<file path="src/hw/cve_regs.svh">
// Purpose: offsets, field positions, reset values and timing counts of the encoder core
// Assumes: included by its bare name
// Notes:   definitions only
`ifndef CVE_REGS_SVH
`define CVE_REGS_SVH
// ----------------------------------------------------------------
// register offsets
// ----------------------------------------------------------------
`define CVE_OFF_ID2      8'h00
`define CVE_OFF_ID1      8'h01
`define CVE_OFF_ID0      8'h02
`define CVE_OFF_REV      8'h03
`define CVE_OFF_GCR      8'h04
`define CVE_OFF_VOCR     8'h05
`define CVE_OFF_FREQ2    8'h09
`define CVE_OFF_FREQ1    8'h0a
`define CVE_OFF_FREQ0    8'h0b
`define CVE_OFF_GPPCTL   8'h20
`define CVE_OFF_GPPRD    8'h21
`define CVE_OFF_GPPWR    8'h22
`define CVE_OFF_GPSCTL   8'hff
// ----------------------------------------------------------------
// field positions and reset values
// ----------------------------------------------------------------
`define CVE_BIT_CHROMA_WIDE_BAND_SEL    5
`define CVE_BIT_GENLKEN  5
`define CVE_BIT_TIMING_SOURCE_SELECT    0
`define CVE_RST_GCR      8'h00
`define CVE_RST_VOCR     8'h00
`define CVE_RST_FREQ     24'h87c1f1
`define CVE_RST_GPPCTL   8'hff
`define CVE_RST_GPPWR    8'h00
`define CVE_RST_GPSCTL   8'h00
`define CVE_I2C_ADDR_HI  5'h03
// ----------------------------------------------------------------
// core clock and reset figures, then timing counts in 27 MHz ticks and lines
// ----------------------------------------------------------------
`define CVE_CLK_MHZ      20
`define CVE_RST_MIN_NS   200
`define CVE_RST_MIN_CYC  ((`CVE_RST_MIN_NS * `CVE_CLK_MHZ + 999) / 1000)
`define CVE_HTOT_525     11'h6b4
`define CVE_HTOT_625     11'h6c0
`define CVE_LINES_525    10'h20d
`define CVE_LINES_625    10'h271
`define CVE_F2_525       10'h107
`define CVE_F2_625       10'h139
`define CVE_BL_525_A     10'h00a
`define CVE_BL_525_B     10'h107
`define CVE_BL_525_C     10'h111
`define CVE_BL_525_D     10'h20d
`define CVE_BL_625_A     10'h006
`define CVE_BL_625_B     10'h136
`define CVE_BL_625_C     10'h13f
`define CVE_BL_625_D     10'h26f
`define CVE_SYNC_W       11'h07f
`define CVE_BST_ST       11'h08f
`define CVE_BST_9CYC     11'h044
`define CVE_BST_10CYC    11'h03d
`define CVE_ACT_ST       11'h100
`define CVE_ACT_END      11'h6a0
`define CVE_VS_N         10'h003
`endif

</file>
<file path="src/hw/cve_pkg.sv">
// Purpose: types shared by the encoder core
// Assumes: nothing
// Notes:   all state of the top but the reset release flops and the pixel fifo is one packed struct
package cve_pkg;
	typedef enum logic [6:0] {
		I2C_IDLE = 7'h01,
		I2C_ADDR = 7'h02,
		I2C_AACK = 7'h04,
		I2C_WRB  = 7'h08,
		I2C_WACK = 7'h10,
		I2C_RDB  = 7'h20,
		I2C_RACK = 7'h40
	} cve_i2c_e;
	typedef struct packed {
		logic [7:0] y;
		logic [7:0] cb;
		logic [7:0] cr;
	} cve_pix_s;
	typedef struct packed {
		logic scl_s1, scl_s2, scl_q, sda_s1, sda_s2, sda_q;
		logic pck_s1, pck_s2, pck_q, ref_s1, ref_s2, ref_q;
		logic [1:0] sa_s1, sa_s2;
		logic [7:0] pd_s1, pd_s2, gp_s1, gp_s2;
		cve_i2c_e ist;
		logic [7:0] sh, ptr;
		logic [3:0] bitc;
		logic rw, first, ack_ok, sda_oe;
		logic [7:0] gcr, vocr, gppctl, gppwr, gpsctl;
		logic [23:0] freq, acc;
		logic half;
		logic [1:0] dph;
		logic [7:0] b1, b2, b3, y_l, cr_l, cb_l, cb_p, cr_p;
		logic f_l, h_l;
		logic [10:0] hcnt;
		logic [9:0] line;
		logic [2:0] fld;
		logic [7:0] luma, chroma, comp, gpo, gpoe;
		logic csync_n, burst, hs, vs, fifo_rdy;
	} cve_state_s;
endpackage : cve_pkg

</file>
<file path="src/hw/cve_core.sv">
// Purpose: digital core of a composite and s-video encoder with its i2c register port
// Assumes: core_clk 20 MHz; pixel clock, pixel data and pins synchronised on entry
// Notes:   cve_fifo buffers demultiplexed pixels between input and output timing
// Notes on behaviour
// - pixel bytes arrive as luma, cr, luma, cb and are split in that order
// - slave mode takes line and field timing from embedded timing codes
// - output samples each 27 MHz tick; chroma pair shared by two lumas
// - master mode generates all sync internally, ignoring stream codes
// - horizontal and vertical sync outputs driven for the host
// - eight pixel inputs sampled on pixel clock, bit 0 least significant
// - pixel clock divided by two for output pixel processing
// - eight-bit bidirectional general purpose port, direction per bit
// - burst flag tied to sync, only on the listed line ranges per standard
// - composite sync output is active low during sync
// - active-low reset is asynchronous and reinitialises everything
// - reference square input only used in genlock mode
// - burst lasts 9 subcarrier cycles, or 10 only when gcr[1:0] is 1
// - subcarrier synthesis from a programmable 24-bit frequency word
// - two chroma bandwidths, wide and narrow
// - master mode turns port bits 0-4 into vs, hs and field outputs
// - bandwidth bit high selects wide filter; narrow after reset
`timescale 1ns/1ps
`include "cve_regs.svh"

// ----------------------------------------------------------------
// pixel fifo
// ----------------------------------------------------------------
module cve_fifo #(
	parameter int W     = 24,
	parameter int DEPTH = 8
) (
	input  wire logic         clk,
	input  wire logic         rst_n,
	input  wire logic         in_valid,
	output logic              in_ready,
	input  wire logic [W-1:0] in_data,
	output logic              out_valid,
	input  wire logic         out_ready,
	output logic      [W-1:0] out_data
);
	localparam int AW = $clog2(DEPTH);
	logic [W-1:0]  mem_r [DEPTH];
	logic [AW-1:0] wp_r;
	logic [AW-1:0] rp_r;
	logic [AW:0]   cnt_r;
	logic          push;
	logic          pop;

	assign in_ready  = (cnt_r != (AW+1)'(DEPTH));
	assign out_valid = (cnt_r != '0);
	assign out_data  = mem_r[rp_r];
	assign push      = in_valid & in_ready;
	assign pop       = out_valid & out_ready;

	always_ff @(posedge clk or negedge rst_n)
	begin
		if (!rst_n)
		begin
			wp_r  <= '0;
			rp_r  <= '0;
			cnt_r <= '0;
			for (int i = 0; i < DEPTH; i++)
				mem_r[i] <= '0;
		end
		else
		begin
			if (push)
			begin
				mem_r[wp_r] <= in_data;
				wp_r        <= (wp_r == AW'(DEPTH - 1)) ? '0 : wp_r + 1'b1;
			end
			if (pop)
				rp_r <= (rp_r == AW'(DEPTH - 1)) ? '0 : rp_r + 1'b1;
			cnt_r <= cnt_r + (AW+1)'(push) - (AW+1)'(pop);
		end
	end
endmodule : cve_fifo

// ----------------------------------------------------------------
// encoder core
// ----------------------------------------------------------------
module cve_core #(
	parameter logic [7:0] ID2_VAL = 8'h5a,
	parameter logic [7:0] ID1_VAL = 8'h3c,
	parameter logic [7:0] ID0_VAL = 8'h01,
	parameter logic [7:0] REV_VAL = 8'h01
) (
	input  wire logic       core_clk,
	input  wire logic       resetn,
	input  wire logic       pixel_clock_27m,
	input  wire logic [7:0] pixel_data_in,
	input  wire logic       genlock_ref_square,
	input  wire logic       slave_addr_sel_lo,
	input  wire logic       slave_addr_sel_hi,
	input  wire logic       scl_in,
	input  wire logic       sda_in,
	output logic            sda_out,
	output logic            sda_oe,
	input  wire logic [7:0] gp_port_in,
	output logic      [7:0] gp_port_out,
	output logic      [7:0] gp_port_oe,
	output logic            composite_sync_n,
	output logic            burst_flag,
	output logic            hsync_out,
	output logic            vsync_out,
	output logic      [7:0] luma_dac,
	output logic      [7:0] chroma_dac,
	output logic      [7:0] comp_dac,
	output logic            pixel_fifo_ready
);
	// id values above are arbitrary
	cve_pkg::cve_state_s st_r;
	cve_pkg::cve_state_s st_nxt;
	cve_pkg::cve_pix_s   fin_data;
	cve_pkg::cve_pix_s   fout_data;
	logic                rst_s1_r;
	logic                rst_n_r;
	logic                push_c;
	logic                pop_c;
	logic                fin_ready;
	logic                fout_valid;

	// ----------------------------------------------------------------
	// reset release
	// ----------------------------------------------------------------
	always_ff @(posedge core_clk or negedge resetn)
	begin
		if (!resetn)
		begin
			rst_s1_r <= 1'b0;
			rst_n_r  <= 1'b0;
		end
		else
		begin
			rst_s1_r <= 1'b1;
			rst_n_r  <= rst_s1_r;
		end
	end

	cve_fifo #(.W(24), .DEPTH(8)) u_fifo (
		.clk       (core_clk),
		.rst_n     (rst_n_r),
		.in_valid  (push_c),
		.in_ready  (fin_ready),
		.in_data   (fin_data),
		.out_valid (fout_valid),
		.out_ready (pop_c),
		.out_data  (fout_data)
	);

	function automatic logic [7:0] rd_reg(input cve_pkg::cve_state_s s, input logic [7:0] a);
		logic [7:0] d;
		d = 8'h00;
		if (a == `CVE_OFF_ID2) d = ID2_VAL;
		else if (a == `CVE_OFF_ID1) d = ID1_VAL;
		else if (a == `CVE_OFF_ID0) d = ID0_VAL;
		else if (a == `CVE_OFF_REV) d = REV_VAL;
		else if (a == `CVE_OFF_GCR) d = s.gcr;
		else if (a == `CVE_OFF_VOCR) d = s.vocr;
		else if (a == `CVE_OFF_FREQ2) d = s.freq[23:16];
		else if (a == `CVE_OFF_FREQ1) d = s.freq[15:8];
		else if (a == `CVE_OFF_FREQ0) d = s.freq[7:0];
		else if (a == `CVE_OFF_GPPRD) d = s.gp_s2 & s.gppctl;
		else if (a == `CVE_OFF_GPSCTL) d = s.gpsctl;
		return d;
	endfunction : rd_reg

	// ----------------------------------------------------------------
	// next state
	// ----------------------------------------------------------------
	always_comb
	begin
		logic       start, stop, srise, sfall, tick, is625, is_code, blines, act, wide;
		logic [10:0] htot, blen;
		logic [9:0]  ltot, f2;
		logic [7:0]  pb, cb, cr;
		logic [9:0]  csum;
		st_nxt = st_r;
		push_c = 1'b0;
		pop_c  = 1'b0;
		fin_data = '0;
		csum     = 10'h000;
		// input synchronisers
		st_nxt.scl_s1 = scl_in;
		st_nxt.scl_s2 = st_r.scl_s1;
		st_nxt.scl_q  = st_r.scl_s2;
		st_nxt.sda_s1 = sda_in;
		st_nxt.sda_s2 = st_r.sda_s1;
		st_nxt.sda_q  = st_r.sda_s2;
		st_nxt.pck_s1 = pixel_clock_27m;
		st_nxt.pck_s2 = st_r.pck_s1;
		st_nxt.pck_q  = st_r.pck_s2;
		st_nxt.ref_s1 = genlock_ref_square;
		st_nxt.ref_s2 = st_r.ref_s1;
		st_nxt.ref_q  = st_r.ref_s2;
		st_nxt.sa_s1  = {slave_addr_sel_hi, slave_addr_sel_lo};
		st_nxt.sa_s2  = st_r.sa_s1;
		st_nxt.pd_s1  = pixel_data_in;
		st_nxt.pd_s2  = st_r.pd_s1;
		st_nxt.gp_s1  = gp_port_in;
		st_nxt.gp_s2  = st_r.gp_s1;
		start = st_r.scl_s2 & st_r.sda_q & ~st_r.sda_s2;
		stop  = st_r.scl_s2 & ~st_r.sda_q & st_r.sda_s2;
		srise = st_r.scl_s2 & ~st_r.scl_q;
		sfall = ~st_r.scl_s2 & st_r.scl_q;

		// ----------------------------------------------------------------
		// i2c register port
		// ----------------------------------------------------------------
		if (start)
		begin
			st_nxt.ist    = cve_pkg::I2C_ADDR;
			st_nxt.bitc   = 4'h0;
			st_nxt.sda_oe = 1'b0;
		end
		else if (stop)
		begin
			st_nxt.ist    = cve_pkg::I2C_IDLE;
			st_nxt.sda_oe = 1'b0;
		end
		else
		begin
			case (st_r.ist)
				cve_pkg::I2C_ADDR, cve_pkg::I2C_WRB:
				begin
					if (srise)
					begin
						st_nxt.sh   = {st_r.sh[6:0], st_r.sda_s2};
						st_nxt.bitc = st_r.bitc + 4'h1;
					end
					else if (sfall && st_r.bitc == 4'h8)
					begin
						st_nxt.bitc = 4'h0;
						if (st_r.ist == cve_pkg::I2C_ADDR)
						begin
							if (st_r.sh[7:1] == {`CVE_I2C_ADDR_HI, st_r.sa_s2})
							begin
								st_nxt.ist    = cve_pkg::I2C_AACK;
								st_nxt.rw     = st_r.sh[0];
								st_nxt.first  = 1'b1;
								st_nxt.sda_oe = 1'b1;
							end
							else
								st_nxt.ist = cve_pkg::I2C_IDLE;
						end
						else
						begin
							st_nxt.ist    = cve_pkg::I2C_WACK;
							st_nxt.sda_oe = 1'b1;
							st_nxt.first  = 1'b0;
							if (st_r.first)
								st_nxt.ptr = st_r.sh;
							else
							begin
								st_nxt.ptr = st_r.ptr + 8'h01;
								if (st_r.ptr == `CVE_OFF_GCR) st_nxt.gcr = st_r.sh;
								else if (st_r.ptr == `CVE_OFF_VOCR) st_nxt.vocr = st_r.sh;
								else if (st_r.ptr == `CVE_OFF_FREQ2) st_nxt.freq[23:16] = st_r.sh;
								else if (st_r.ptr == `CVE_OFF_FREQ1) st_nxt.freq[15:8] = st_r.sh;
								else if (st_r.ptr == `CVE_OFF_FREQ0) st_nxt.freq[7:0] = st_r.sh;
								else if (st_r.ptr == `CVE_OFF_GPPCTL) st_nxt.gppctl = st_r.sh;
								else if (st_r.ptr == `CVE_OFF_GPPWR) st_nxt.gppwr = st_r.sh;
								else if (st_r.ptr == `CVE_OFF_GPSCTL) st_nxt.gpsctl = st_r.sh;
							end
						end
					end
				end
				cve_pkg::I2C_AACK, cve_pkg::I2C_WACK, cve_pkg::I2C_RACK:
				begin
					if (srise && st_r.ist == cve_pkg::I2C_RACK)
					begin
						st_nxt.ack_ok = ~st_r.sda_s2;
						if (st_r.sda_s2)
							st_nxt.ist = cve_pkg::I2C_IDLE;
						else
							st_nxt.ptr = st_r.ptr + 8'h01;
					end
					else if (sfall)
					begin
						st_nxt.sda_oe = 1'b0;
						st_nxt.bitc   = 4'h0;
						if (st_r.ist == cve_pkg::I2C_WACK || !st_r.rw)
							st_nxt.ist = cve_pkg::I2C_WRB;
						else if (st_r.ist == cve_pkg::I2C_AACK || st_r.ack_ok)
						begin
							st_nxt.ist    = cve_pkg::I2C_RDB;
							st_nxt.sh     = rd_reg(st_r, st_r.ptr);
							st_nxt.sda_oe = ~st_nxt.sh[7];
						end
					end
				end
				cve_pkg::I2C_RDB:
				begin
					if (sfall)
					begin
						if (st_r.bitc == 4'h7)
						begin
							st_nxt.ist    = cve_pkg::I2C_RACK;
							st_nxt.sda_oe = 1'b0;
							st_nxt.ack_ok = 1'b0;
						end
						else
						begin
							st_nxt.sh     = {st_r.sh[6:0], 1'b0};
							st_nxt.sda_oe = ~st_r.sh[6];
							st_nxt.bitc   = st_r.bitc + 4'h1;
						end
					end
				end
				default: st_nxt.ist = cve_pkg::I2C_IDLE;
			endcase
		end

		// ----------------------------------------------------------------
		// standard and timing
		// ----------------------------------------------------------------
		tick  = st_r.pck_s2 & ~st_r.pck_q;
		is625 = st_r.gcr[0];
		htot  = is625 ? `CVE_HTOT_625 : `CVE_HTOT_525;
		ltot  = is625 ? `CVE_LINES_625 : `CVE_LINES_525;
		f2    = is625 ? `CVE_F2_625 : `CVE_F2_525;
		blen  = (st_r.gcr[1:0] == 2'h1) ? `CVE_BST_10CYC : `CVE_BST_9CYC;
		blines = is625 ?
			((st_r.line >= `CVE_BL_625_A && st_r.line <= `CVE_BL_625_B) ||
			 (st_r.line >= `CVE_BL_625_C && st_r.line <= `CVE_BL_625_D)) :
			((st_r.line >= `CVE_BL_525_A && st_r.line <= `CVE_BL_525_B) ||
			 (st_r.line >= `CVE_BL_525_C && st_r.line <= `CVE_BL_525_D));
		act   = blines && st_r.hcnt >= `CVE_ACT_ST && st_r.hcnt < `CVE_ACT_END;
		wide  = st_r.vocr[`CVE_BIT_CHROMA_WIDE_BAND_SEL];
		pb    = st_r.pd_s2;
		is_code = st_r.b3 == 8'hff && st_r.b2 == 8'h00 && st_r.b1 == 8'h00;
		cb = wide ? fout_data.cb : 8'((9'(fout_data.cb) + 9'(st_r.cb_p)) >> 1);
		cr = wide ? fout_data.cr : 8'((9'(fout_data.cr) + 9'(st_r.cr_p)) >> 1);
		st_nxt.fifo_rdy = fin_ready;

		if (tick)
		begin
			st_nxt.half = ~st_r.half;
			st_nxt.b1 = pb;
			st_nxt.b2 = st_r.b1;
			st_nxt.b3 = st_r.b2;
			st_nxt.dph = st_r.dph + 2'h1;
			st_nxt.acc = st_r.acc + st_r.freq;
			if (st_r.gpsctl[`CVE_BIT_GENLKEN] && st_r.ref_s2 && !st_r.ref_q)
				st_nxt.acc = 24'h000000;
			// horizontal and line counters run free in master mode; slave mode resets them on timing codes
			if (st_r.hcnt >= htot - 11'h001)
			begin
				st_nxt.hcnt = 11'h000;
				st_nxt.line = (st_r.line >= ltot) ? 10'h001 : st_r.line + 10'h001;
				if (st_r.line >= ltot || st_r.line == f2)
					st_nxt.fld = st_r.fld + 3'h1;
			end
			else
				st_nxt.hcnt = st_r.hcnt + 11'h001;
			if (is_code)
			begin
				st_nxt.dph = 2'h0;
				if (!st_r.gpsctl[`CVE_BIT_TIMING_SOURCE_SELECT])
				begin
					st_nxt.f_l = pb[6];
					st_nxt.h_l = pb[4];
					if (pb[4] && !st_r.h_l)
						st_nxt.hcnt = 11'h000;
					if (st_r.f_l && !pb[6])
						st_nxt.line = 10'h001;
				end
			end
			else if (st_r.gpsctl[`CVE_BIT_TIMING_SOURCE_SELECT] || (pb != 8'hff && pb != 8'h00))
			begin
				case (st_r.dph)
					2'h0, 2'h2: st_nxt.y_l = pb;
					2'h1: st_nxt.cr_l = pb;
					default: st_nxt.cb_l = pb;
				endcase
				if (st_r.dph == 2'h1 || st_r.dph == 2'h3)
				begin
					push_c = 1'b1;
					fin_data.y  = st_r.y_l;
					fin_data.cb = (st_r.dph == 2'h3) ? pb : st_r.cb_l;
					fin_data.cr = (st_r.dph == 2'h1) ? pb : st_r.cr_l;
				end
			end

			// ----------------------------------------------------------------
			// sync, burst and sample output
			// ----------------------------------------------------------------
			st_nxt.hs = st_r.hcnt < `CVE_SYNC_W;
			st_nxt.vs = (st_r.line <= `CVE_VS_N) ||
				(st_r.line > f2 && st_r.line <= f2 + `CVE_VS_N);
			st_nxt.csync_n = ~(st_nxt.hs | st_nxt.vs);
			st_nxt.burst = blines && st_r.hcnt >= `CVE_BST_ST &&
				st_r.hcnt < `CVE_BST_ST + blen;
			if (st_nxt.hs || st_nxt.vs)
			begin
				st_nxt.luma   = 8'h00;
				st_nxt.chroma = 8'h80;
			end
			else if (st_nxt.burst)
			begin
				st_nxt.luma   = 8'h10;
				st_nxt.chroma = st_r.acc[23] ? 8'ha0 : 8'h60;
			end
			else if (!act)
			begin
				st_nxt.luma   = 8'h10;
				st_nxt.chroma = 8'h80;
			end
			else if (st_r.half && fout_valid)
			begin
				pop_c = 1'b1;
				st_nxt.luma = fout_data.y;
				st_nxt.cb_p = fout_data.cb;
				st_nxt.cr_p = fout_data.cr;
				case (st_r.acc[23:22])
					2'h0: st_nxt.chroma = cb;
					2'h1: st_nxt.chroma = cr;
					2'h2: st_nxt.chroma = ~cb;
					default: st_nxt.chroma = ~cr;
				endcase
			end
			csum = 10'(st_nxt.luma) + 10'(st_nxt.chroma) - 10'h080;
			st_nxt.comp = csum[9] ? 8'h00 : (csum[8] ? 8'hff : csum[7:0]);
		end

		// ----------------------------------------------------------------
		// general purpose port
		// ----------------------------------------------------------------
		for (int i = 0; i < 8; i++)
		begin
			st_nxt.gpo[i]  = st_r.gppwr[i];
			st_nxt.gpoe[i] = ~st_r.gppctl[i];
		end
		if (st_r.gpsctl[`CVE_BIT_TIMING_SOURCE_SELECT])
		begin
			st_nxt.gpo[4:0]  = {st_r.fld, st_r.hs, st_r.vs};
			st_nxt.gpoe[4:0] = 5'h1f;
		end
	end

	always_ff @(posedge core_clk or negedge rst_n_r)
	begin
		if (!rst_n_r)
		begin
			st_r        <= '0;
			st_r.ist    <= cve_pkg::I2C_IDLE;
			st_r.scl_s1 <= 1'b1;
			st_r.scl_s2 <= 1'b1;
			st_r.scl_q  <= 1'b1;
			st_r.sda_s1 <= 1'b1;
			st_r.sda_s2 <= 1'b1;
			st_r.sda_q  <= 1'b1;
			st_r.gcr    <= `CVE_RST_GCR;
			st_r.vocr   <= `CVE_RST_VOCR;
			st_r.freq   <= `CVE_RST_FREQ;
			st_r.gppctl <= `CVE_RST_GPPCTL;
			st_r.gppwr  <= `CVE_RST_GPPWR;
			st_r.gpsctl <= `CVE_RST_GPSCTL;
			st_r.line   <= 10'h001;
			st_r.csync_n <= 1'b1;
			st_r.luma   <= 8'h10;
			st_r.chroma <= 8'h80;
			st_r.comp   <= 8'h10;
		end
		else
			st_r <= st_nxt;
	end

	assign sda_out          = 1'b0;
	assign sda_oe           = st_r.sda_oe;
	assign gp_port_out      = st_r.gpo;
	assign gp_port_oe       = st_r.gpoe;
	assign composite_sync_n = st_r.csync_n;
	assign burst_flag       = st_r.burst;
	assign hsync_out        = st_r.hs;
	assign vsync_out        = st_r.vs;
	assign luma_dac         = st_r.luma;
	assign chroma_dac       = st_r.chroma;
	assign comp_dac         = st_r.comp;
	assign pixel_fifo_ready = st_r.fifo_rdy;
endmodule : cve_core

</file>
<file path="config.mk">
export PLATFORM = sky130hd
export DESIGN_NAME = cve_core
export DESIGN_NICKNAME = d
export VERILOG_FILES = /design/src/hw/cve_pkg.sv /design/src/hw/cve_core.sv
export VERILOG_INCLUDE_DIRS = /design/src /design/src/hw
export SDC_FILE = /design/constraint.sdc
export NUM_CORES = 1
export LEC_CHECK = 0
export BUFFER_PORTS_ARGS = -buffer_cell sky130_fd_sc_hd__buf_2
export CELL_PAD_IN_SITES_DETAIL_PLACEMENT = 2
export CELL_PAD_IN_SITES_GLOBAL_PLACEMENT = 2
export CORE_UTILIZATION = 30
export CTS_BUF_LIST = sky130_fd_sc_hd__clkbuf_4
export DETAILED_ROUTE_END_ITERATION = 12
export HOLD_SLACK_MARGIN = 0.08
export PLACE_DENSITY_LB_ADDON = 0.1
export SETUP_SLACK_MARGIN = 0.3
export SLEW_MARGIN = 40
export SYNTH_ARGS = -nofsm -noshare
export SYNTH_HDL_FRONTEND = slang
export SYNTH_SLANG_ARGS = --single-unit
</file>
<file path="constraint.sdc">
create_clock -name core_clk -period 18.5 [get_ports core_clk]
set_input_delay 2.775 -clock core_clk [delete_from_list [all_inputs] [get_ports core_clk]]
set_output_delay 2.775 -clock core_clk [all_outputs]
set_load 0.01 [all_outputs]
</file>
==> metrics.yaml <==
status: "finished clean"
grt_pass1_vias: 21600
grt_overflow_total: 0
design_area_um2: 28920
netlist_area_um2: 25640
synth_top_cell_area_share: 0.4655
fin_nets: 2591
cp_data_required_time_ps: 19430
p_per_area_nw_per_um2: 96.17
drt_drc_violations_left: 0
holdBufCountCts: 0
rows: 106
r2r_setup_slack_ps: 12220
cts_root_buffer: "clkbuf_4"
r2r-start: "u_fifo.rp_r[0]"
antenna_found_initial: 4
setup.worst_path.end_class: "flip-flop"
hold_viol: 0
yosysTopAreaCell: "dfrtp_1"
path_class: "reg2reg"
die_h_um: 294.4
die_x_um: 294.4
power_switching_uw: 837.2
leakagePower_uw: 0.01328
syn2layout_area_growth_pct: 12.76
initial_utilization: 0.3050
synthTopCellsByArea: "dfrtp_1, mux2_2, nand2_1, ha_1, mux4_2"
setup_ws_ps: 12220
syn_avg_cell_area_um2: 10.82
combinationalPowerShare: 0.127
track_usage: 0.1944
antenna_left: 0
ys.flop_type: "dfrtp_1"
ys.warnings.count: 0
post_drt_wl_per_cell_um: 21.96
viasPerCell: 5.116
clock_sinks: 509
final-seq-area_um2: 12790
core_area_um2: 84090
synth_fp_nets: 2494
startpoint: "u_fifo.rp_r[0]"
vias: 19030
async_flop_share: 1.000
cp-start-kind: "flip-flop"
cts_tree: "done"
dr.pass1.iters: 4
period_minus_slack_ps: 6285
cts_buffers: 155
post_cts_resize_count: 0
grt_max_degree: 81
reg2reg_depth: 19
cp-endpoint: "comp_dac[5]"
crit_fanout: 33
hp-class: "reg2async"
rsz0062_at_grt: "false"
cts-htree-levels: 4
die_area_um2: 86660
clock_path_buffers: 3
yosysUniqueCellTypes: 97
place_area_um2: 26910
clkSlewWorstSetupHoldPaths_ps: 70
multi_input_area_um2: 11860
arrival_ps: 7220
regToRegEndpoint: "comp_dac[5]"
drv_cap: 0
vdd_drop_max_mv: 0.05607
post-place-ws_ps: 12200
cts_setup_buffers: 0
drive_gt1_frac: 0.2614
portBuffers: 69
ys_ff_latch: 509
cellInternalPower_uw: 1944
netlist_instances: 2370
drtIter0Drc: 747
ys_seq_area_frac: 0.4982
fin_setup_tns_ps: 0
relSlewSlack: 0.4295
pwr-share-clk: 0.403
wirelength_mm: 81.67
synth_edf_count: 0
fillers: 9134
dp_hpwl_mm: 55.37
seqPwrFrac: 0.470
grt_pass1_wl_mm: 128.8
max_freq_mhz: 159.1
place_congestion: 0.7689
p_sw_frac: 0.3011
setup_viol: 0
slew_viol_final: 0
num_io_pins: 71
fin_skew_ps: 73.26
timing.final.crit_share: 0.3397
tightest_slew_ps: 855.7
clk_latency_ps: 1080
-- cells in the mapped netlist (5+ instances only) --
cell,number
a211oi_1,8
a21o_1,24
a21oi_1,86
a22o_1,8
a22oi_1,18
a31oi_1,20
a32o_1,7
a41oi_1,5
and2_1,8
and3_1,13
buf_1,9
buf_2,23
buf_4,45
clkbuf_1,84
dfrtp_1,477
dfstp_2,32
fa_1,5
ha_1,95
inv_1,58
mux2_2,200
mux2i_1,17
mux4_2,52
nand2_1,361
nand2b_1,23
nand3_1,37
nand3b_1,7
nand4_1,17
nor2_1,114
nor2b_1,18
nor3_1,24
nor4_1,12
nor4b_1,5
o211ai_1,12
o21a_1,9
o21ai_0,228
o21bai_1,8
o221ai_1,5
o22ai_1,10
o31ai_1,15
or2_2,6
or3_1,11
xnor2_1,37
xor2_1,20
-- how the worst min path moves through the flow --
stage           endpoint  slack [ps]
3_5_place_dp   st_r[274]         340
5_1_grt        st_r[273]         350
4_1_cts        st_r[276]         350
2_1_floorplan    rst_n_r         330
6_report       st_r[123]         340
3_3_place_gp   st_r[279]         330
-- power by group through the flow --
stage               clock (µW)  combinational, µW  sequential [µW]
floorplan                    0                247             1290
global placement             0                343             1320
detailed placement           0                362             1330
CTS                       1180                364             1310
global route              1230                400             1320
finish                    1120                354             1310
-- cells in the final DEF (no fill, tap or decap), drive strengths merged, types with 37 or more instances in the layout --
master and n:
buf 103, nand3 38, ha 95, a21oi 86
xnor2 37, clkbuf 226, o21ai 231, dfrtp 477
nand2 362, nor2 117, mux2 200, inv 68
mux4 52
-- sequential cells by signal, summed over array words and instances, names as in the netlist, 3 cells and up --
signal and flops:
st_r 230, u_fifo.mem_r 192, gp_port_oe 8, comp_dac 8, st_nxt 29, luma_dac 8
chroma_dac 8, u_fifo.cnt_r 4, gp_port_out 8, u_fifo.wp_r 3, u_fifo.rp_r 3
-- worst max-delay path, cell delays in order (launching register included) --
cell,delay [ps]
dfrtp_4,660
buf_4,670
mux4_2,600
mux2_2,340
ha_1,370
a21o_1,220
a31oi_1,180
mux2_2,390
o21ai_0,130
or4b_1,450
a21oi_1,180
ha_1,250
ha_1,330
inv_1,60
o21bai_1,140
a21oi_1,110
o21ai_0,220
xor2_1,550
nor2_1,120
o21ai_0,170
-- layout make-up --
cell class	instances	area share
Sequential cell	509	0.4422
Multi-Input combinational cell	1636	0.4102
Clock buffer	226	0.05867
Tap cell	1134	0.04907
Timing Repair Buffer	103	0.02233
Clock inverter	39	0.008611
Inverter	62	0.008048
Antenna cell	10	0.0008654
-- layer usage --
layer,share of wire,wire length [µm],up-vias,track usage
met5,0.00016,13,-,0
met2,0.47,38330,313,0.3126
li1,-,-,8691,-
met4,0.031,2564,2,0.07800
met1,0.46,37810,9863,0.2530
met3,0.036,2957,156,0.04261
-- logic make-up after synthesis --
kind of cell / Yosys count / share of synthesized area
other cells: 2 / 0.0002928
compound gates: 513 / 0.1243
xor+xnor: 57 / 0.01947
flops: 509 / 0.4982
mux: 269 / 0.1401
buf+inv: 225 / 0.04123
fa+ha+maj: 100 / 0.05025
simple gates: 695 / 0.1261
-- through the flow --
stage | power [µW] | instances | hold WS, ps | utilization
global placement | 1664 | 3441 | 332.0 | 0.3195
global route | 2950 | 3717 | 352.5 | 0.3438
floorplan | 1539 | 2370 | 331.2 | -
detailed placement | 1689 | 3442 | 337.0 | 0.3201
finish | 2781 | 3719 | 343.7 | 0.3439
CTS | 2849 | 3707 | 352.7 | 0.3432
(Power assumes the default switching activity.)
